File: src/table_access_pkg.sv
// Purpose: shared constants and types for the program memory table access block
// Assumes: one instruction cycle per enable pulse from the core
// Notes: pointer and latch widths follow the byte-addressed program space
package table_access_pkg;
  localparam int PTR_WIDTH = 21;
  localparam int DATA_WIDTH = 8;
  localparam int HOLD_COUNT = 8;
  localparam int HOLD_SEL_WIDTH = 3;
  localparam logic [PTR_WIDTH-1:0] PTR_RESET = 21'h000000;
  localparam logic [DATA_WIDTH-1:0] LATCH_RESET = 8'h00;
  localparam logic [DATA_WIDTH-1:0] HOLD_RESET = 8'hFF;
  localparam logic [PTR_WIDTH-1:0] PTR_ONE = 21'h000001;
  localparam logic [1:0] OP_READ_CODE = 2'h2;
  localparam logic [1:0] OP_WRITE_CODE = 2'h3;

  typedef enum logic [1:0] {
    UPD_NONE = 2'b00,
    UPD_POST_INC = 2'b01,
    UPD_POST_DEC = 2'b10,
    UPD_PRE_INC = 2'b11
  } pointer_update_mode_t;

  typedef enum logic [1:0] {
    ST_IDLE = 2'b00,
    ST_READ = 2'b01,
    ST_WRITE = 2'b10
  } table_state_t;

  typedef struct packed {
    logic valid;
    logic [1:0] opClass;
    pointer_update_mode_t mode;
  } table_cmd_t;

  typedef struct packed {
    logic valid;
    logic [PTR_WIDTH-1:0] addr;
  } fetch_req_t;
endpackage

File: src/program_memory_table_access.sv
// Purpose: executes table read and table write operations for an 8-bit core
// Assumes: cmd.valid is a one-cycle pulse; memData answers in the same cycle as fetch.valid
// Notes: flash commit of the holding registers is outside this block
`timescale 1ns/100ps

// Function
// A table read loads the program byte at the pointer into the latch.
// The pointer is 21 bits and addresses single bytes over 2 Mbyte.
// Pointer bit 0 picks low byte (0) or high byte (1) of a word.
// Mode 0 keeps, 1 post-increments, 2 post-decrements, 3 pre-increments the pointer.
// Each operation takes two cycles, transfers in the second, alters no flags.
// A table write copies the latch into the holding register chosen by pointer[2:0].
// Eight holding registers stage data for later programming, not direct writes.
// Pointer increments and decrements wrap modulo two to the twenty-first.
module program_memory_table_access
  import table_access_pkg::*;
#(
  parameter int PtrWidth = PTR_WIDTH
) (
  input wire logic core_clk,
  input wire logic sys_rst,
  input wire logic cycleEn,
  input wire table_cmd_t cmd,
  input wire logic ptrLoad,
  input wire logic [PTR_WIDTH-1:0] ptrLoadValue,
  input wire logic latchLoad,
  input wire logic [DATA_WIDTH-1:0] latchLoadValue,
  input wire logic [DATA_WIDTH-1:0] memData,
  output fetch_req_t fetch,
  output logic [PTR_WIDTH-1:0] tablePointer,
  output logic [DATA_WIDTH-1:0] tableLatch,
  output logic [HOLD_COUNT*DATA_WIDTH-1:0] holdingData,
  output logic busy,
  output logic highByteSel,
  output logic opDone
);

  // ----------------------------------------
  // Pointer arithmetic
  // ----------------------------------------
  function automatic logic [PTR_WIDTH-1:0] stepPtr(input logic [PTR_WIDTH-1:0] p,
                                                    input logic down);
    if (down) begin
      stepPtr = p - PTR_ONE;
    end else begin
      stepPtr = p + PTR_ONE;
    end
  endfunction

  // ----------------------------------------
  // State
  // ----------------------------------------
  table_state_t state_reg, state_next;
  pointer_update_mode_t mode_reg, mode_next;
  logic [PTR_WIDTH-1:0] ptr_reg, ptr_next;
  logic [PTR_WIDTH-1:0] addr_reg, addr_next;
  logic [DATA_WIDTH-1:0] latch_reg, latch_next;
  logic [DATA_WIDTH-1:0] hold_reg [HOLD_COUNT];
  logic [DATA_WIDTH-1:0] hold_next [HOLD_COUNT];
  fetch_req_t fetch_next;
  logic done_next;
  logic [PTR_WIDTH-1:0] accessAddr;

  always_comb begin
    state_next = state_reg;
    mode_next = mode_reg;
    ptr_next = ptr_reg;
    addr_next = addr_reg;
    latch_next = latch_reg;
    fetch_next = '0;
    done_next = 1'b0;
    for (int i = 0; i < HOLD_COUNT; i++) begin
      hold_next[i] = hold_reg[i];
    end
    // Pre-increment computes the access address from the stepped pointer
    accessAddr = (cmd.mode == UPD_PRE_INC) ? stepPtr(ptr_reg, 1'b0) : ptr_reg;
    if (ptrLoad) begin
      ptr_next = ptrLoadValue;
    end
    if (latchLoad) begin
      latch_next = latchLoadValue;
    end
    if (cycleEn) begin
      case (state_reg)
        ST_IDLE: begin
          if (cmd.valid && (cmd.opClass == OP_READ_CODE || cmd.opClass == OP_WRITE_CODE)) begin
            mode_next = cmd.mode;
            addr_next = accessAddr;
            state_next = (cmd.opClass == OP_READ_CODE) ? ST_READ : ST_WRITE;
            if (cmd.opClass == OP_READ_CODE) begin
              fetch_next.valid = 1'b1;
              fetch_next.addr = accessAddr;
            end
          end
        end
        ST_READ: begin
          latch_next = memData;
          state_next = ST_IDLE;
          done_next = 1'b1;
        end
        ST_WRITE: begin
          // Staged only; the array is programmed later from these bytes
          hold_next[addr_reg[HOLD_SEL_WIDTH-1:0]] = latch_reg;
          state_next = ST_IDLE;
          done_next = 1'b1;
        end
        default: begin
          state_next = ST_IDLE;
        end
      endcase
      if (state_reg == ST_READ || state_reg == ST_WRITE) begin
        case (mode_reg)
          UPD_NONE: ptr_next = ptr_reg;
          UPD_POST_INC: ptr_next = stepPtr(addr_reg, 1'b0);
          UPD_POST_DEC: ptr_next = stepPtr(addr_reg, 1'b1);
          UPD_PRE_INC: ptr_next = addr_reg;
          default: ptr_next = ptr_reg;
        endcase
      end
    end
  end

  always_ff @(posedge core_clk or posedge sys_rst) begin
    if (sys_rst) begin
      state_reg <= ST_IDLE;
      mode_reg <= UPD_NONE;
      ptr_reg <= PTR_RESET;
      addr_reg <= PTR_RESET;
      latch_reg <= LATCH_RESET;
      fetch <= '0;
      opDone <= 1'b0;
      for (int i = 0; i < HOLD_COUNT; i++) begin
        hold_reg[i] <= HOLD_RESET;
      end
    end else begin
      state_reg <= state_next;
      mode_reg <= mode_next;
      ptr_reg <= ptr_next;
      addr_reg <= addr_next;
      latch_reg <= latch_next;
      fetch <= fetch_next;
      opDone <= done_next;
      for (int i = 0; i < HOLD_COUNT; i++) begin
        hold_reg[i] <= hold_next[i];
      end
    end
  end

  // ----------------------------------------
  // Outputs, all registered
  // ----------------------------------------
  always_ff @(posedge core_clk or posedge sys_rst) begin
    if (sys_rst) begin
      tablePointer <= PTR_RESET;
      tableLatch <= LATCH_RESET;
      busy <= 1'b0;
      highByteSel <= 1'b0;
    end else begin
      tablePointer <= ptr_next;
      tableLatch <= latch_next;
      busy <= (state_next != ST_IDLE);
      highByteSel <= ptr_next[0];
    end
  end

  genvar g;
  generate
    for (g = 0; g < HOLD_COUNT; g++) begin : gHold
      assign holdingData[g*DATA_WIDTH +: DATA_WIDTH] = hold_reg[g];
    end
  endgenerate

  // ----------------------------------------
  // Checks
  // ----------------------------------------
  property p_readLatch;
    @(posedge core_clk) disable iff (sys_rst)
    (cycleEn && state_reg == ST_READ) |=> (tableLatch == $past(memData));
  endproperty
  a_readLatch: assert property (p_readLatch) else $error("latch missed read data");

  property p_twoCycles;
    @(posedge core_clk) disable iff (sys_rst)
    (cycleEn && state_reg == ST_IDLE && cmd.valid && cmd.opClass[1]) |=> (state_reg != ST_IDLE);
  endproperty
  a_twoCycles: assert property (p_twoCycles) else $error("operation did not start");

  property p_postInc;
    @(posedge core_clk) disable iff (sys_rst)
    (cycleEn && state_reg != ST_IDLE && mode_reg == UPD_POST_INC && !ptrLoad)
      |=> (tablePointer == $past(addr_reg) + PTR_ONE);
  endproperty
  a_postInc: assert property (p_postInc) else $error("post increment wrong");

  property p_postDec;
    @(posedge core_clk) disable iff (sys_rst)
    (cycleEn && state_reg != ST_IDLE && mode_reg == UPD_POST_DEC && !ptrLoad)
      |=> (tablePointer == $past(addr_reg) - PTR_ONE);
  endproperty
  a_postDec: assert property (p_postDec) else $error("post decrement wrong");

  property p_holdWrite;
    @(posedge core_clk) disable iff (sys_rst)
    (cycleEn && state_reg == ST_WRITE)
      |=> (hold_reg[$past(addr_reg[HOLD_SEL_WIDTH-1:0])] == $past(latch_reg));
  endproperty
  a_holdWrite: assert property (p_holdWrite) else $error("holding write wrong");

  property p_byteSel;
    @(posedge core_clk) disable iff (sys_rst)
    1'b1 |-> (highByteSel == tablePointer[0]);
  endproperty
  a_byteSel: assert property (p_byteSel) else $error("byte select mismatch");

  // Checked against the pointer as it stood when the read was taken, so a wrong pre-increment shows
  property p_fetchAddr;
    @(posedge core_clk) disable iff (sys_rst)
    (cycleEn && state_reg == ST_IDLE && cmd.valid && cmd.opClass == OP_READ_CODE)
      |=> (fetch.valid && fetch.addr == (($past(cmd.mode) == UPD_PRE_INC) ?
                                         $past(ptr_reg) + PTR_ONE : $past(ptr_reg)));
  endproperty
  a_fetchAddr: assert property (p_fetchAddr) else $error("fetch address wrong");

  property p_doneAfter;
    @(posedge core_clk) disable iff (sys_rst)
    (cycleEn && state_reg != ST_IDLE) |=> opDone;
  endproperty
  a_doneAfter: assert property (p_doneAfter) else $error("done missing");

endmodule

File: config.mk
export PLATFORM = sky130hd
export DESIGN_NAME = program_memory_table_access
export DESIGN_NICKNAME = d
export VERILOG_FILES = /design/src/table_access_pkg.sv /design/src/program_memory_table_access.sv
export SDC_FILE = /design/constraint.sdc
export NUM_CORES = 1
export LEC_CHECK = 0
export BUFFER_PORTS_ARGS = -buffer_cell sky130_fd_sc_hd__buf_2
export CAP_MARGIN = 20
export CORE_MARGIN = 1.5
export CORE_UTILIZATION = 35
export DETAILED_ROUTE_END_ITERATION = 8
export GPL_TIMING_DRIVEN = 0
export PLACE_DENSITY = 0.57
export SYNTH_ARGS = -nofsm -noshare
export SYNTH_HDL_FRONTEND = slang
export SYNTH_SLANG_ARGS = --single-unit
File: constraint.sdc
create_clock -name core_clk -period 4.2 [get_ports core_clk]
set_clock_uncertainty 0.15 [all_clocks]
set_input_delay 0.42 -clock core_clk [delete_from_list [all_inputs] [get_ports core_clk]]
set_output_delay 0.42 -clock core_clk [all_outputs]
set_load 0.01 [all_outputs]
-- Yosys cells after proc, flatten, opt, wreduce, memory -nomap -nowiden
Cells that the tools add are included.
- register bits: 142
- word-level logic and storage cells: 64
- add/subtract/negate cells: 3
- magnitude comparators: 2
- equality and inequality tests: 9
- mux-type cells: 21
- bitwise gates (word level): 1
- reductions and logical operators: 10
- operators by type and width (kind ; number):
    22-bit 2-to-1 mux ; 4
    21-bit 2-to-1 mux ; 4
    64-bit bitwise mux ; 1
    21-bit one-hot mux with 3 select lines ; 1
    21-bit by 1-bit adder with 21-bit output, second input constant ; 2
    8-bit 2-to-1 mux ; 4
    8-bit demux with 3-bit select ; 1
    21-bit by 1-bit subtractor with 21-bit output, second input constant ; 1
    2-bit == test, second input constant ; 6
    2-bit 2-to-1 mux ; 4
    2-bit by 1-bit == test with 1-bit output, second input constant ; 2
    4-bit greater-or-equal comparator, second input constant ; 1
    2-bit zero test ; 2
    4-bit by 1-bit less-than comparator with 1-bit output, second input constant ; 1
    3-bit NOT with 4-bit output ; 1
    3-bit inequality test, second input constant ; 1
    3-bit AND reduction ; 1
    1-bit logical AND ; 2
    1-bit logical OR ; 2
    1-bit 2-to-1 mux ; 2
    2-bit AND reduction ; 1
    2-bit nonzero test ; 1
    2-bit OR reduction ; 1

-- Longest topological paths before layout
Gate-level depths: netlist (run 1).
- word-level depth: 7
- mapped depth: 13
- mapped depth without buffers: 9

-- Least setup slack after synthesis (run 1)
No wires, ideal clock.
- path kind: reg-to-reg
- start point: register mode_reg[1]
- end point: register tablePointer[14]
- setup time: 0.086 ns
- arrival time: 2.693 ns
- required time: 3.964 ns
- slack: 1.271 ns
- stages on the path, launching flop included: 14
- buffers on the path: 4
- cells stage by stage: dfrtp_1 -> buf_2 -> nand2b_1 -> clkbuf_1 -> buf_2 -> xnor2_1 -> ha_1 -> buf_2 -> nand4_1 -> or4_1 -> a32o_1 -> nand4b_1 -> nand2_1 -> nor3_1
- word-level cells in the longest chain between the ends: 4
- ends and longest elaborated chain (item ; RTL line ; RTL):
    start: declaration ; program_memory_table_access.sv:54 ; pointer_update_mode_t mode_reg, mode_next;
    start signal: assignment ; program_memory_table_access.sv:137 ; mode_reg <= mode_next;
    2-bit == test, or another cell as far along ; program_memory_table_access.sv:112 ; case (mode_reg)
    21-bit one-hot mux with 3 select lines ; program_memory_table_access.sv:112 ;
    21-bit 2-to-1 mux ; program_memory_table_access.sv:111 ; if (state_reg == ST_READ || state_reg == ST_WRITE) begin
    21-bit 2-to-1 mux ; program_memory_table_access.sv:83 ; if (cycleEn) begin
    end signal: assignment ; program_memory_table_access.sv:159 ; tablePointer <= ptr_next;
    end: declaration ; program_memory_table_access.sv:30 ; output logic [PTR_WIDTH-1:0] tablePointer,
Parallel ways exist; a longest one is shown, timed or not.
A chain may end at the register's enable or synchronous reset.

-- Worst setup path after layout (run 1)
- start point: register mode_reg[1]
- end point: register tablePointer[20]
The elaborated chain is that of the path after synthesis.

==> results.ini, run 1 <==
[status]
status=completed

[power_and_ir_drop]
irDropWorstVdd_mv=0.244
power_density_nw_per_um2=777
total_power_mw=6.94
leakagePower_nw=3.95

[clock_network]
clockBufferDepth=2
clkTransAtPathRegs_ns=0.07
cts.sinks=142
cts_root_buf=clkbuf_16
clk_latency_ns=0.43
cts_tree=yes
cts_buffers=17
h-tree-depth=4
cts_resized=0
post_cts_buffers=0

[synthesis]
yosysTopAreaCellShare_pct=27.4
synth_compound_area_share_pct=10.7
synth_cell_types=66
synth_top_flop_cell=dfrtp_1
ys_seq_area_share_pct=51.0
syn_area_per_cell_um2=10.5
yosysTopAreaCell=dfrtp_1
netlist_instances=678
yosys-top-cells-area=dfrtp_1 (27%), dfstp_2 (24%), mux2_2 (11%)
synth-xor-area-share_pct=3.81
synthSimpleGateAreaFrac_pct=17.0
netlist_area_um2=7130
ys_warn_count=0
synth_nets=730
synth_top_family_by_area=simple AND/OR/NAND/NOR gates
muxShareOfSynthArea_pct=13.1
synthArstFlopShare_pct=100
synth_fa_ha_area_share_pct=0.878
yosys_register_bits=142
synth-edff-count=0

[job]
max-cap-violations=0

[critical_path]
critPathRequiredTime_ns=4.33
end_kind=flip-flop
r2r_slack_ns=0.42
r2r-start=mode_reg[1]$_DFFE_PP0P_
startpoint=mode_reg[1]$_DFFE_PP0P_
cp-start-kind=flip-flop
cp_max_fo=10
critical_path_class=reg2reg
cp.arrival_ns=3.91

[global_route]
antenna_found_initial=0
grt_use_total_pct=21.2
grt_pass1_wl_um=34700
globalRouteOverflowTotal=0
grt_max_degree=44
grt_pass1_vias=6002

[route]
num_vias=5991
highest_layer=met4
wire_per_inst_um=19.3
met3_length_um=1140
first_pass_iters=5
postRouteAntennaNets=0
routed_via_density=5.23
drt_iter0_markers=424
drc=0
wl_met2_um=10400
wl_met1_um=9970
routed_wl_um=22100

[placement]
place_congestion=0.936
dp_hpwl_um=16600
numPortBuffers=162

[floorplan]
rows=52
io_pins=165
die_area_um2=21200
die_x_um=146
core_um2=20100
start_util_pct=35.5
die_h_um=146

[final_layout]
mostFrequentLayoutCells=buf_2 (168), dfrtp_1 (78), mux2_2 (69)
drive_above_1_share_pct=40.6
utilization_pct=44.4
largest_reg_flops=64
diodes=0
finalNetCount=915
layout_commonest_cell=buf_2
syn2layout_area_growth_pct=25.3

[timing]
finalCritPeriodShare_pct=89.9
setup_violations=0
hold_viol=0
slew_violations=0
fin_setup_tns_ns=0
tightest_slew_ns=0.824
fmax_ghz=0.265
period_minus_slack_ns=3.78
slew_headroom_pct=44.7
rsz0062_at_grt=false

[min_path]
min-delay-start=memData[7]
hold_class=in2reg

==> power by group <==
part           switching [mW]  leakage (nW)  internal, mW  total, mW
clock network           0.660         0.287         0.830       1.49
registers               0.555          1.63          2.07       2.62
logic                    1.68          2.03          1.15       2.83
total                    2.89          3.95          4.05       6.94
==> timing repair <==
| action | 4_1_cts | 5_1_grt |
|---|---|---|
| hold buffers | 1 | 0 |
| setup endpoints to repair | 0 | 0 |
| endpoints found under the hold margin | 22 | 0 |
==> per-stage QoR <==
stage | setup slack, ns | instance area [um2] | hold slack [ns] | instances
5_1_grt | 0.175 | 8930 | 0.0648 | 1146
3_5_place_dp | 0.453 | 8340 | 0.363 | 1113
2_1_floorplan | 1.27 | 7130 | 0.325 | 678
4_1_cts | 0.454 | 8930 | 0.0415 | 1146
3_3_place_gp | 0.427 | 8280 | 0.355 | 1110
6_report | 0.423 | 8930 | 0.0552 | 1146
==> area by class of cell <==
cell class	count	area, um2
Inverter	11	45.0
Multi-Input combinational cell	479	3240
Clock inverter	13	115
Buffer	46	210
Sequential cell	142	3630
Timing Repair Buffer	166	881
Tap cell	270	338
Fill cell	1973	11200
Clock buffer	19	464
==> cells by family (layout without fill, tap and decap cells) <==
kind of cell | Yosys count | after routing
AO/OA/AOI/OAI | 122 | 122
XOR/XNOR | 31 | 31
adder cells (fa/ha/maj) | 5 | 5
buffers and inverters | 57 | 255
flip-flops | 142 | 142
multiplexers | 85 | 85
AND/OR/NAND/NOR | 236 | 236
==> final timing paths <==
check / endpoint / cells after the start
setup / recovery: tablePointer[20]$_DFFE_PP0P_ / 13
hold / removal: tableLatch[7]$_DFF_PP0_ / 3
setup reg to reg: tablePointer[20]$_DFFE_PP0P_ / 13
hold reg to reg: addr_reg[20]$_DFFE_PP0P_ / 2
max in group asynchronous: holdingData[24]$_DFFE_PP1P_ / 5
min in group asynchronous: fetch[19]$_DFF_PP0_ / 3
==> layer usage <==
metal  GRT usage (%)  vias up
li1                -     2787
met1            28.2     2949
met2            34.3      210
met3            4.39       45
met4            7.70        0
met5               0        -
==> worst max-delay path, cell delays in order (launching register included) <==
cell      delay [ns]
dfrtp_1         0.37
buf_2           0.18
nand2b_1        0.08
clkbuf_1        0.39
buf_2           0.35
xnor2_1         0.15
ha_1            0.15
buf_2           0.22
nand4_1         0.20
nor4_1          0.67
o22ai_1         0.23
mux2i_1         0.22
xor2_1          0.18
a21oi_1         0.08
==> Yosys cell counts, drive strengths merged, types with 12 or more instances <==
cell / count
nor2: 54
a21oi: 21
nor3: 21
buf: 12
clkbuf: 34
mux2: 69
xor2: 13
nand2: 65
dfstp: 64
dfrtp: 78
nand4: 12
xnor2: 18
nand3: 21
o21ai: 45
mux2i: 16
o22ai: 17
Power figures use the tool's default switching activity.
==> run 2: changes to the inputs <==
Settings changed: PLACE_DENSITY 0.57 to default, RECOVER_POWER from default to 25.
==> run 2 against run 1 <==
  * The run now ends with max-capacitance violations, max-slew violations left
  * Final area fell by 0.49%
  * Maximum frequency up 0.29%
  * Sequential power down 2%
  * Non-clock buffer count rose by 1
  * Critical path depth stayed put
  * Sequential cell count is the same
  * First-iteration DRC count fell by 10%
  * Cell count about the same
  * Combinational power hardly changed
  * Clock-buffer cell count down 1
  * Critical path type unchanged
  * Critical endpoint unchanged
  * Largest cell class unchanged
  * Highest routed layer unchanged
==> results.ini, run 2 (same netlist as run 1, synthesis figures left out) <==
[status]
status=finished, violations left
violations=max-capacitance violations, max-slew violations

[critical_path]
r2r_slack_ns=0.43  ; about the same
r2r-start=mode_reg[1]$_DFFE_PP0P_
crit_path_max_incr_delay_ns=0.57  ; -0.10 ns
critical_path_class=reg2reg
end_kind=flip-flop
r2r_cells=13  ; unchanged
cp.arrival_ns=3.91  ; about the same
cp-start-kind=flip-flop
cp_num_buf_inv=4  ; unchanged
r2r_end=tablePointer[20]$_DFFE_PP0P_
cpMostUsedCell=buf_2
cpMaxStageDelayCell=nor4_1
cp_max_fo=10  ; unchanged
critPathRequiredTime_ns=4.34  ; about the same
crit_family=buffers and inverters
crit_chain=buf_2 > nand2b_1 > clkbuf_1 > buf_2 > xnor2_1 > ha_1 > buf_2 > nand4_1 > nor4_1 > o22ai_1 > mux2i_1 > xor2_1 > a21oi_1

[floorplan]
rows=52  ; unchanged
die_area_um2=21200  ; unchanged
die_x_um=146  ; unchanged
die_h_um=146  ; unchanged
core_um2=20100  ; unchanged
io_pins=165  ; unchanged
start_util_pct=35.5  ; unchanged

[min_path]
hold_class=in2reg
holdPathStages=3  ; unchanged
min-delay-start=memData[3]
min_to=tableLatch[3]$_DFF_PP0_

[placement]
place_ws_ns=0.479  ; +0.0265 ns
dp_hpwl_um=15500  ; -6.9%
numPlacedInstances=1114  ; +0.090%
place_congestion=0.871  ; -6.9%
numPortBuffers=162  ; unchanged

[final_layout]
finalNetCount=916  ; +0.11%
diodes=0  ; unchanged
mostFrequentLayoutCells=buf_2 (168), dfrtp_1 (78), mux2_2 (69)
final_cells=1147  ; +0.087%
fillers=1979  ; +0.30%
layout_commonest_cell=buf_2
utilization_pct=44.2  ; -0.22 points
largest_reg_flops=64  ; unchanged
drive_above_1_share_pct=40.5  ; -0.16 points
syn2layout_area_growth_pct=24.7

[global_route]
grt_use_total_pct=20.4  ; -0.84 points
grt_max_degree=40  ; -9.1%
globalRouteOverflowTotal=0  ; unchanged
grt_pass1_wl_um=33400  ; -3.7%
grt_pass1_vias=5763  ; -4.0%
antenna_found_initial=0  ; unchanged

[route]
drt_iter0_markers=380  ; -10%
routed_wl_um=21400  ; -3.2%
drc=0  ; unchanged
postRouteAntennaNets=0  ; unchanged
wire_per_inst_um=18.7  ; -3.3%
highest_layer=met4
num_vias=6069  ; +1.3%
wl_met2_um=9650  ; -7.2%
first_pass_iters=6  ; +1
wl_met1_um=9950  ; -0.19%
met3_length_um=1560  ; +37%
routed_via_density=5.29  ; +1.2%

[clock_network]
cts_tree=yes
clk_latency_ns=0.42  ; about the same
cts_root_buf=clkbuf_16
cts.sinks=142  ; unchanged
clkTransAtPathRegs_ns=0.07  ; about the same
clockBufferDepth=2  ; unchanged
h-tree-depth=4  ; unchanged
post_cts_buffers=0  ; unchanged
cts_buffers=17  ; unchanged

[timing]
finalCritPeriodShare_pct=89.7  ; -0.26 points
hold_viol=0  ; unchanged
slew_headroom_pct=-47.6  ; -92 points
fin_hold_ws_ns=0.0543  ; -0.000926 ns
fin_setup_tns_ns=0  ; unchanged
rsz0062_at_grt=false
fmax_ghz=0.266  ; +0.29%
tightest_slew_ns=2.21  ; +1.39 ns
setup_violations=0  ; unchanged
fin_ws_ns=0.434  ; +0.0110 ns
slew_violations=79  ; +79
period_minus_slack_ns=3.77  ; -0.0110 ns

[power_and_ir_drop]
leakagePower_nw=3.93  ; -0.47%
power_density_nw_per_um2=780  ; +0.35%
irDropWorstVdd_mv=0.327  ; +34%

[job]
max-cap-violations=2  ; +2

run 2: cell count changes in the layout (fill, tap and decap cells not counted), moves of 2 or more:
cell      before  now
buf_12         3    0
clkinv_8       0    2
clkbuf_1      34   36
clkbuf_2       0    2
run 2: layer usage:
metal	GRT usage, %	vias up
met5	0	-
met4	5.51	0
met3	4.14	25
met2	31.6	297
met1	28.9	2942
li1	-	2805
run 2: worst register-to-register path: stages, from the launching register on:
cell and delay, ns:
dfrtp_1 0.37, buf_2 0.19, nand2b_1 0.09, clkbuf_1 0.36, buf_2 0.34, xnor2_1 0.16
ha_1 0.15, buf_2 0.20, nand4_1 0.21, nor4_1 0.57, o22ai_1 0.21, mux2i_1 0.33
xor2_1 0.22, a21oi_1 0.09
run 2: worst max path at each step:
stage,cells past startpoint,endpoint,slack (ns),start
after floorplan,13,tablePointer[14]$_DFFE_PP0P_,1.27,mode_reg[1]$_DFFE_PP0P_
after CTS,13,tablePointer[20]$_DFFE_PP0P_,0.47,mode_reg[1]$_DFFE_PP0P_
after global routing,13,tablePointer[20]$_DFFE_PP0P_,0.18,mode_reg[1]$_DFFE_PP0P_
final,13,tablePointer[20]$_DFFE_PP0P_,0.43,mode_reg[1]$_DFFE_PP0P_
after global placement,13,tablePointer[20]$_DFFE_PP0P_,0.30,mode_reg[1]$_DFFE_PP0P_
after detailed placement,13,tablePointer[20]$_DFFE_PP0P_,0.48,mode_reg[1]$_DFFE_PP0P_
run 2: area by class of cell:
class | instances | area (um2) | share of cell area (%)
tap | 270 | 338 | 3.80
multi-input combinational | 479 | 3240 | 36.5
clock buffer | 18 | 439 | 4.94
inverter | 11 | 42.5 | 0.479
clock inverter | 14 | 141 | 1.59
timing repair buffer | 167 | 838 | 9.43
sequential | 142 | 3630 | 40.9
buffer | 46 | 210 | 2.37
run 2: what timing repair did:
item,CTS,global route
hold endpoints to repair,3,0
hold buffers,1,0
gates resized for setup,0,0
endpoints found under the setup margin,0,0
run 2: stage by stage:
stage                     area [um2]  total power [mW]
final                           8890              6.93
after global routing            8890              7.36
after CTS                       8950              6.96
after detailed placement        8360              5.42
after global placement          8280              5.40
after floorplan                 7130              4.30
run 2: power breakdown:
part | internal, mW | switching, mW | leakage (nW)
combinational | 1.15 | 1.70 | 2.01
clock | 0.807 | 0.696 | 0.286
sequential | 2.07 | 0.508 | 1.63
